==> src/verilog/hbl_defines.svh <==
// Encoding constants for the half-word and byte load/store decoder
`ifndef HBL_DEFINES_SVH
`define HBL_DEFINES_SVH
`define HBL_TOP4_REG_OFS   4'h5
`define HBL_TOP3_IMM_OFS   3'h3
`define HBL_TOP4_HALF_IMM  4'h8
`define HBL_TOP4_SP_REL    4'h9
`define HBL_SIGNED_SEL_BIT 9
`define HBL_F8_L_BIT       11
`define HBL_F8_B_BIT       10
`define HBL_F9_B_BIT       12
`define HBL_F9_L_BIT       11
`define HBL_F10_L_BIT      11
`define HBL_RD_LSB         0
`define HBL_RB_LSB         3
`define HBL_RO_LSB         6
`define HBL_OFS5_LSB       6
`define HBL_SP_RD_LSB      8
`define HBL_WORD_SHIFT     2
`define HBL_HALF_SHIFT     1
`define HBL_SP_INDEX       4'hd
`define HBL_WORD_OFS_MAX   32'h0000_03fc
`define HBL_IMM_WORD_MAX   32'h0000_007c
`define HBL_IMM_HALF_MAX   32'h0000_003e
`endif

==> src/verilog/hbl_pkg.sv <==
// Types shared by the half-word and byte load/store decoder
package hbl_pkg;
   typedef enum logic [3:0] {
      ST_IDLE  = 4'b0001,
      ST_FETCH = 4'b0010,
      ST_MEM   = 4'b0100,
      ST_WB    = 4'b1000
   } hbl_state_type;

   typedef enum logic [2:0] {
      OP_STH  = 3'h0,
      OP_LDH  = 3'h1,
      OP_LDSB = 3'h2,
      OP_LDSH = 3'h3,
      OP_STW  = 3'h4,
      OP_LDW  = 3'h5,
      OP_STB  = 3'h6,
      OP_LDB  = 3'h7
   } hbl_kind_type;

   typedef enum logic [1:0] {
      SZ_BYTE = 2'h0,
      SZ_HALF = 2'h1,
      SZ_WORD = 2'h2
   } hbl_size_type;
endpackage : hbl_pkg
==> src/verilog/hbl_decode.sv <==
// Half-word and byte load/store decode and execute unit
// Summary of operation
// - Register-offset half store writes low sixteen bits at base plus offset.
// - Register-offset half load zero-fills destination bits 16 to 31.
// - Register-offset signed byte load copies byte bit 7 upward.
// - Register-offset signed half load copies half bit 15 upward.
// - Every format takes the same cycle count plus memory wait states, no decode penalty.
// - Immediate word store writes whole register at base plus scaled offset.
// - Immediate word load reads whole word into destination.
// - Word immediate offset is five-bit field shifted left by two.
// - Immediate byte store writes low eight bits at base plus field.
// - Immediate byte load reads byte at base plus unscaled field.
// - Immediate half store writes low sixteen bits at base plus scaled offset.
// - Immediate half load zero-fills destination bits 16 to 31.
// - Half immediate offset is five-bit field shifted left by one.
// - Stack-relative transfers add up to 255 words to stack pointer.
// - Stack word offset field is shifted left by two.
// - Immediate half transfers use low registers, pre-indexed, no write-back.
`timescale 1ns/1ps
`include "hbl_defines.svh"

module hbl_decode
   import hbl_pkg::*;
(
   input  wire logic         sys_clk,
   input  wire logic         srst,
   input  wire logic         instr_valid,
   input  wire logic [15:0]  instr,
   input  wire logic [31:0]  rf_rdata_base,
   input  wire logic [31:0]  rf_rdata_ofs,
   input  wire logic [31:0]  rf_rdata_data,
   input  wire logic         mem_ack,
   input  wire logic [31:0]  mem_rdata,
   output logic              busy,
   output logic              instr_taken,
   output logic              instr_ignored,
   output logic [3:0]        rf_sel_base,
   output logic [3:0]        rf_sel_ofs,
   output logic [3:0]        rf_sel_data,
   output logic              mem_req,
   output logic              mem_we,
   output hbl_size_type      mem_size,
   output logic [31:0]       mem_addr,
   output logic [31:0]       mem_wdata,
   output logic              rf_we,
   output logic [3:0]        rf_waddr,
   output logic [31:0]       rf_wdata,
   output logic              done
);

   hbl_state_type state;
   hbl_kind_type  kind;
   logic          reg_ofs;
   logic [31:0]   imm_ofs;

   logic          next_match;
   logic          next_reg_ofs;
   hbl_kind_type  next_kind;
   logic [31:0]   next_imm;
   logic [3:0]    next_base;
   logic [3:0]    next_ofs;
   logic [3:0]    next_data;
   logic          accept;

   always_comb
   begin
      next_match   = 1'b0;
      next_reg_ofs = 1'b0;
      next_kind    = OP_STW;
      next_imm     = 32'h0;
      next_base    = {1'b0, instr[`HBL_RB_LSB +: 3]};
      next_ofs     = {1'b0, instr[`HBL_RO_LSB +: 3]};
      next_data    = {1'b0, instr[`HBL_RD_LSB +: 3]};
      if (instr[15:12] == `HBL_TOP4_REG_OFS && instr[`HBL_SIGNED_SEL_BIT])
      begin
         next_match   = 1'b1;
         next_reg_ofs = 1'b1;
         unique case ({instr[`HBL_F8_L_BIT], instr[`HBL_F8_B_BIT]})
            2'b00: next_kind = OP_STH;
            2'b01: next_kind = OP_LDH;
            2'b10: next_kind = OP_LDSB;
            2'b11: next_kind = OP_LDSH;
         endcase
      end
      else if (instr[15:13] == `HBL_TOP3_IMM_OFS)
      begin
         next_match = 1'b1;
         unique case ({instr[`HBL_F9_L_BIT], instr[`HBL_F9_B_BIT]})
            2'b00: next_kind = OP_STW;
            2'b10: next_kind = OP_LDW;
            2'b01: next_kind = OP_STB;
            2'b11: next_kind = OP_LDB;
         endcase
         if (!instr[`HBL_F9_B_BIT])
            next_imm = {25'h0, instr[`HBL_OFS5_LSB +: 5], 2'b00};
         else
            next_imm = {27'h0, instr[`HBL_OFS5_LSB +: 5]};
      end
      else if (instr[15:12] == `HBL_TOP4_HALF_IMM)
      begin
         next_match = 1'b1;
         next_kind  = instr[`HBL_F10_L_BIT] ? OP_LDH : OP_STH;
         next_imm   = {26'h0, instr[`HBL_OFS5_LSB +: 5], 1'b0};
      end
      else if (instr[15:12] == `HBL_TOP4_SP_REL)
      begin
         next_match = 1'b1;
         next_kind  = instr[`HBL_F10_L_BIT] ? OP_LDW : OP_STW;
         next_base  = `HBL_SP_INDEX;
         next_data  = {1'b0, instr[`HBL_SP_RD_LSB +: 3]};
         next_imm   = {22'h0, instr[7:0], 2'b00};
      end
   end

   assign accept = instr_valid && (state == ST_IDLE) && next_match;

   // one fixed sequence for every format
   always_ff @(posedge sys_clk)
   begin
      if (srst)
         state <= ST_IDLE;
      else
      begin
         unique case (state)
            ST_IDLE:  if (accept) state <= ST_FETCH;
            ST_FETCH: state <= ST_MEM;
            ST_MEM:   if (mem_ack) state <= ST_WB;
            ST_WB:    state <= ST_IDLE;
         endcase
      end
   end

   // Latch decoded instruction
   always_ff @(posedge sys_clk)
   begin
      if (srst)
      begin
         kind        <= OP_STW;
         reg_ofs     <= 1'b0;
         imm_ofs     <= 32'h0;
         rf_sel_base <= 4'h0;
         rf_sel_ofs  <= 4'h0;
         rf_sel_data <= 4'h0;
      end
      else if (accept)
      begin
         kind        <= next_kind;
         reg_ofs     <= next_reg_ofs;
         imm_ofs     <= next_imm;
         rf_sel_base <= next_base;
         rf_sel_ofs  <= next_ofs;
         // transferred register always a low register
         rf_sel_data <= next_data;
      end
   end

   // Handshake status
   always_ff @(posedge sys_clk)
   begin
      if (srst)
      begin
         busy          <= 1'b0;
         instr_taken   <= 1'b0;
         instr_ignored <= 1'b0;
         done          <= 1'b0;
      end
      else
      begin
         instr_taken   <= accept;
         instr_ignored <= instr_valid && (state == ST_IDLE) && !next_match;
         done          <= (state == ST_WB);
         if (accept)
            busy <= 1'b1;
         else if (state == ST_WB)
            busy <= 1'b0;
      end
   end

   // Memory request
   always_ff @(posedge sys_clk)
   begin
      if (srst)
      begin
         mem_req   <= 1'b0;
         mem_we    <= 1'b0;
         mem_size  <= SZ_WORD;
         mem_addr  <= 32'h0;
         mem_wdata <= 32'h0;
      end
      else if (state == ST_FETCH)
      begin
         mem_req <= 1'b1;
         mem_we  <= (kind == OP_STH) || (kind == OP_STW) || (kind == OP_STB);
         // pre-indexed, base plus offset, no write-back
         mem_addr <= rf_rdata_base + (reg_ofs ? rf_rdata_ofs : imm_ofs);
         unique case (kind)
            OP_STH:
            begin
               mem_size  <= SZ_HALF;
               mem_wdata <= {16'h0, rf_rdata_data[15:0]};
            end
            OP_STB:
            begin
               mem_size  <= SZ_BYTE;
               mem_wdata <= {24'h0, rf_rdata_data[7:0]};
            end
            OP_STW:
            begin
               mem_size  <= SZ_WORD;
               mem_wdata <= rf_rdata_data;
            end
            OP_LDH, OP_LDSH:
            begin
               mem_size  <= SZ_HALF;
               mem_wdata <= 32'h0;
            end
            OP_LDSB, OP_LDB:
            begin
               mem_size  <= SZ_BYTE;
               mem_wdata <= 32'h0;
            end
            OP_LDW:
            begin
               mem_size  <= SZ_WORD;
               mem_wdata <= 32'h0;
            end
         endcase
      end
      else if (state == ST_MEM && mem_ack)
         mem_req <= 1'b0;
   end

   // Load data extension and write-back
   always_ff @(posedge sys_clk)
   begin
      if (srst)
      begin
         rf_we    <= 1'b0;
         rf_waddr <= 4'h0;
         rf_wdata <= 32'h0;
      end
      else
      begin
         rf_we <= (state == ST_MEM) && mem_ack && !mem_we;
         if (state == ST_MEM && mem_ack)
         begin
            rf_waddr <= rf_sel_data;
            unique case (kind)
               OP_LDH:  rf_wdata <= {16'h0, mem_rdata[15:0]};
               OP_LDSB: rf_wdata <= {{24{mem_rdata[7]}}, mem_rdata[7:0]};
               OP_LDSH: rf_wdata <= {{16{mem_rdata[15]}}, mem_rdata[15:0]};
               OP_LDB:  rf_wdata <= {24'h0, mem_rdata[7:0]};
               default: rf_wdata <= mem_rdata;
            endcase
         end
      end
   end

   // Assertions
   a_store_half_low: assert property (@(posedge sys_clk) disable iff (srst)
      (mem_req && kind == OP_STH) |-> (mem_size == SZ_HALF && mem_wdata == {16'h0, $past(rf_rdata_data[15:0])})
         or $past(mem_req))
      else $error("half store data or size wrong");

   a_reg_ofs_addr: assert property (@(posedge sys_clk) disable iff (srst)
      ($rose(mem_req) && reg_ofs) |-> mem_addr == $past(rf_rdata_base) + $past(rf_rdata_ofs))
      else $error("register offset address wrong");

   a_ldh_zero_fill: assert property (@(posedge sys_clk) disable iff (srst)
      (rf_we && kind == OP_LDH) |-> rf_wdata == {16'h0, $past(mem_rdata[15:0])})
      else $error("half load not zero filled");

   a_ldsb_sign_fill: assert property (@(posedge sys_clk) disable iff (srst)
      (rf_we && kind == OP_LDSB) |-> rf_wdata == {{24{$past(mem_rdata[7])}}, $past(mem_rdata[7:0])})
      else $error("signed byte extension wrong");

   a_ldsh_sign_fill: assert property (@(posedge sys_clk) disable iff (srst)
      (rf_we && kind == OP_LDSH) |-> rf_wdata == {{16{$past(mem_rdata[15])}}, $past(mem_rdata[15:0])})
      else $error("signed half extension wrong");

   a_fixed_latency: assert property (@(posedge sys_clk) disable iff (srst)
      accept |=> !mem_req ##1 $rose(mem_req))
      else $error("request not two cycles after accept");

   a_done_after_ack: assert property (@(posedge sys_clk) disable iff (srst)
      (mem_req && mem_ack) |=> !mem_req ##1 (done && !busy))
      else $error("completion not two cycles after ack");

   a_word_imm_scale: assert property (@(posedge sys_clk) disable iff (srst)
      (mem_req && !reg_ofs && mem_size == SZ_WORD && rf_sel_base != `HBL_SP_INDEX)
         |-> (imm_ofs[1:0] == 2'b00 && imm_ofs <= `HBL_IMM_WORD_MAX))
      else $error("word immediate not scaled");

   a_half_imm_scale: assert property (@(posedge sys_clk) disable iff (srst)
      (mem_req && !reg_ofs && mem_size == SZ_HALF) |-> (imm_ofs[0] == 1'b0 && imm_ofs <= `HBL_IMM_HALF_MAX))
      else $error("half immediate not scaled");

   a_sp_word_ofs: assert property (@(posedge sys_clk) disable iff (srst)
      (mem_req && rf_sel_base == `HBL_SP_INDEX)
         |-> (mem_size == SZ_WORD && imm_ofs[1:0] == 2'b00 && imm_ofs <= `HBL_WORD_OFS_MAX))
      else $error("stack offset out of range");

   a_store_byte_low: assert property (@(posedge sys_clk) disable iff (srst)
      (mem_req && kind == OP_STB) |-> (mem_wdata[31:8] == 24'h0 && mem_size == SZ_BYTE))
      else $error("byte store upper bits set");

   a_ldw_full_word: assert property (@(posedge sys_clk) disable iff (srst)
      (rf_we && kind == OP_LDW) |-> rf_wdata == $past(mem_rdata))
      else $error("word load data wrong");

   a_lo_data_reg: assert property (@(posedge sys_clk) disable iff (srst)
      busy |-> rf_sel_data[3] == 1'b0)
      else $error("data register not low");

   a_imm_addr_sum: assert property (@(posedge sys_clk) disable iff (srst)
      ($rose(mem_req) && !reg_ofs) |-> mem_addr == $past(rf_rdata_base) + imm_ofs)
      else $error("immediate offset address wrong");

   a_req_held_wait: assert property (@(posedge sys_clk) disable iff (srst)
      (mem_req && !mem_ack) |=> (mem_req && $stable(mem_addr) && $stable(mem_wdata)))
      else $error("request dropped before ack");

   a_ignored_idle: assert property (@(posedge sys_clk) disable iff (srst)
      instr_ignored |-> (!busy && !mem_req))
      else $error("ignored instruction started");

   c_ldsh_done: cover property (@(posedge sys_clk) disable iff (srst) rf_we && kind == OP_LDSH);
   c_stb_req: cover property (@(posedge sys_clk) disable iff (srst) $rose(mem_req) && kind == OP_STB);
   c_sp_load: cover property (@(posedge sys_clk) disable iff (srst)
      rf_we && kind == OP_LDW && rf_sel_base == `HBL_SP_INDEX);
   c_half_imm_store: cover property (@(posedge sys_clk) disable iff (srst)
      $rose(mem_req) && kind == OP_STH && !reg_ofs);

endmodule : hbl_decode

==> config.mk <==
export PLATFORM = sky130hd
export DESIGN_NAME = hbl_decode
export DESIGN_NICKNAME = d
export VERILOG_FILES = /design/src/verilog/hbl_pkg.sv /design/src/verilog/hbl_decode.sv
export VERILOG_INCLUDE_DIRS = /design/src /design/src/verilog
export SDC_FILE = /design/constraint.sdc
export NUM_CORES = 1
export LEC_CHECK = 0
export ABC_AREA = 1
export BUFFER_PORTS_ARGS = -buffer_cell sky130_fd_sc_hd__buf_2
export CAP_MARGIN = 20
export CORE_MARGIN = 10
export CORE_UTILIZATION = 47
export CTS_BUF_LIST = sky130_fd_sc_hd__clkbuf_4
export DETAILED_ROUTE_END_ITERATION = 10
export GPL_TIMING_DRIVEN = 0
export PLACE_DENSITY = 0.78
export SLEW_MARGIN = 40
export SYNTH_ARGS = -nofsm -noshare
export SYNTH_HDL_FRONTEND = slang
export SYNTH_SLANG_ARGS = --single-unit
==> constraint.sdc <==
create_clock -name sys_clk -period 2.33 [get_ports sys_clk]
set_input_delay 0.1165 -clock sys_clk [delete_from_list [all_inputs] [get_ports sys_clk]]
set_output_delay 0.1165 -clock sys_clk [all_outputs]
set_load 0.03 [all_outputs]
==> metrics.md <==
| Metric | Value |
|---|---|
| Delay-heaviest family, CP | buffers and inverters |
| GRT Util Overall | 0.2580 |
| Initial Utilization | 0.4781 |
| Worst Hold Class | in -> reg |
| Fin crit period | 2.319 ns |
| Startpoint Class | register |
| Least-Margin Pin Slew | 0.7300 ns |
| Final worst slack | 0.01140 ns |
| Status | completed |
| Largest net degree at the start of global routing | 17 |
| Routed Wire Length | 31.93 mm |
| RD Place Congestion | 0.9193 |
| Number of synthesized flops with an enable pin | 0 |
| Main synth FF type | dfxtp_1 |
| TritonCTS clock tree | done |
| Clock transition at path regs | 0.14 ns |
| Critical path cell sequence | buf_8, clkbuf_16, mux2_4, ha_4, nand2_4, inv_2, nand2_1, nand2_1, nand2_1, nand3_2, buf_4, xor2_1, o21ai_0, inv_1 |
| WL per Instance | 16.96 um |
| Post-place instance area | 9535 um2 |
| Synth-to-layout area growth | 46.39% |
| Final setup fails | 0 |
| Register area share after synthesis | 0.3434 |
| Core ar. | 16580 um2 |
| Cell Pwr Density | 469.6 nW/um2 |
| Yosys reg bits | 136 |
| Final hold violations | 0 |
| Initial antenna violation count | 2 |
| Buffers added on ports | 264 |
| Yosys top cell area share | 0.3434 |
| Io pins | 269 |
| Buf/Inv on CP | 5 |
| First-pass GRT wire length | 46.53 mm |
| Clock sink count | 136 |
| Worst EP required | 2.79 ns |
| Clock Path Buffers | 2 |
| Yosys Warn Count | 0 |
| Ranking of synthesized cells by area | dfxtp_1 34%, nand2_1 16%, inv_1 11% |
| Top cells by count, synth | 346 x nand2_1, 239 x inv_1, 173 x nor2_1 |
| Fin Setup TNS | 0 ns |
| MaxCap Viol Count | 0 |
| Slew Viols, Final | 0 |
| Worst VDD drop | 0.0002802 V |
| Layout cells sized above 1 | 0.2996 |
| Pre-CTS WS | -0.5467 ns |
| DR iter-0 viols | 649 |
| Total power | 5.451 mW |
| Final instance area | 11610 um2 |
| Critical Path Max Stage Delay | 0.39 ns |
| Mapped Cells | 1264 |
| Worst setup path class | reg -> reg |
| CTS Root Cell | clkbuf_4 |
| CP max-delay cell | dfxtp_4 |
| Critical Path End Type | register |
| Width of the chip | 149.9 um |
| Setup repair after global routing missed its margin | yes |
| Post-Syn Area | 7929 um2 |
| Detailed-route via count | 9680 |
| Number of H-tree levels | 4 |
| Vias per std cell | 5.143 |
| DPL Wire Length | 22.10 mm |
| Num CTS Buffers | 17 |
| Top-count cell post-synth | nand2_1 |
| Router iterations before antenna repair | 5 |
| Final Skew | 0.02332 ns |
| Max Clk Rate | 0.4313 GHz |
| Die area | 22470 um2 |
| Worst-Skew Late Latency | 0.58 ns |
| Synth async-reset ratio | 0 |
| Final net count | 1826 |
| Vias in the first global route | 9293 |
| Critical Path AT | 2.78 ns |
| Period Utilization, post-route | 0.9951 |
| Global route total overflow | 0 |
| Top cell type by total area after synthesis | dfxtp_1 |
| Mapped Avg Cell Area | 6.273 um2 |
| Die Y | 149.9 um |
| Antenna viol nets, final | 0 |
| Slew margin rel. | 0.5134 |
| Worst Path Max Fanout | 5 |
| Site Rows | 47 |
| Final core utilization | 0.6999 |
| Leak | 6.448 nW |
| # DRC | 0 |
| Most frequent CP cell | nand2_1 |
| Yosys cell types | 36 |
stage by stage:
step	std cells	hold slack, ns
floorplan	1266	0.2478
global placement	1750	0.3388
detailed placement	1750	0.3484
CTS	1872	0.02254
global route	1881	0.03385
finish	1882	0.04375
placed cells by master (no fill, tap or decap), drive strengths merged, types with 2 or more instances in the layout:
master,count
o221ai,25
diode,3
a22oi,8
a31oi,4
xor2,13
buf,293
o211ai,4
clkinv,6
nand4,4
dlygate4sd3,87
mux2,8
nor3,6
o21bai,4
o22ai,2
clkinvlp,6
o21ai,44
nor2,174
dfxtp,136
a21oi,70
inv,244
nand3,84
nand2,346
conb,3
clkbuf,47
ha,31
nor4,2
metal layers:
| layer | up-vias | track usage | routed length [um] | share of wire |
|---|---|---|---|---|
| met2 | 443 | 0.4601 | 16100 | 0.50 |
| met5 | - | 0 | 0 | 0 |
| met1 | 4422 | 0.2750 | 12050 | 0.38 |
| li1 | 4706 | - | - | - |
| met4 | 0 | 0.1395 | 1434 | 0.045 |
| met3 | 109 | 0.06220 | 2339 | 0.073 |
worst register-to-register path: stages, from the launching register on:
cell and delay (ns):
dfxtp_4 0.39, buf_8 0.13, clkbuf_16 0.16, mux2_4 0.32, ha_4 0.28, nand2_4 0.09
inv_2 0.05, nand2_1 0.08, nand2_1 0.07, nand2_1 0.07, nand3_2 0.09, buf_4 0.16
xor2_1 0.14, o21ai_0 0.14, inv_1 0.05
timing repair:
action / CTS / global route
gates cloned: 0 / 2
buffers inserted: 3 / 5
pin swaps: 4 / 34
resized for setup: 38 / 174
hold buffers: 87 / 0
hold endpoints to repair: 90 / 0
setup endpoints to repair: 28 / 23
layout make-up:
cell class,count,area [um2]
well taps,220,275.3
clock buffers,17,127.6
flip-flops and latches,136,2726
clock inverters,15,128.9
fillers,1322,4976
multi-input cells,839,4878
inverters,242,908.4
repair buffers,361,2288
plain buffers,49,266.5
diodes,3,7.507
flip-flops by register name, indices dropped and copies added (netlist names), 3 cells and up:
signal       flops
state            4
rf_sel_data      3
rf_sel_base      4
mem_addr        32
imm_ofs         10
mem_wdata       32
rf_waddr         3
kind             3
rf_sel_ofs       3
rf_wdata        32
kinds of logic after synthesis:
group / count (synthesis) / share of synthesized area
AND/OR/NAND/NOR: 616 / 0.3120
buffers and inverters: 291 / 0.1412
AO/OA/AOI/OAI: 166 / 0.1247
flip-flops: 136 / 0.3434
adder cells (fa/ha/maj): 32 / 0.05144
XOR/XNOR: 14 / 0.01547
multiplexers: 8 / 0.01136
other: 1 / 0.0004730
power breakdown:
part	internal, mW	leakage, nW	switching (mW)
Combinational	0.520	5.22	0.906
Clock	0.524	0.124	0.958
Sequential	2.46	1.10	0.0856
Total	3.50	6.45	1.95
worst paths after layout:
kind	start	to	slack, ns	cells after the start
min	rf_rdata_base[17]	mem_addr[17]	0.04	5
max	reg_ofs	mem_addr[9]	0.01	14
max reg2reg	reg_ofs	mem_addr[9]	0.01	14
min reg2reg	mem_wdata[24]	mem_wdata[24]	0.47	2
(Power assumes the default switching activity.)
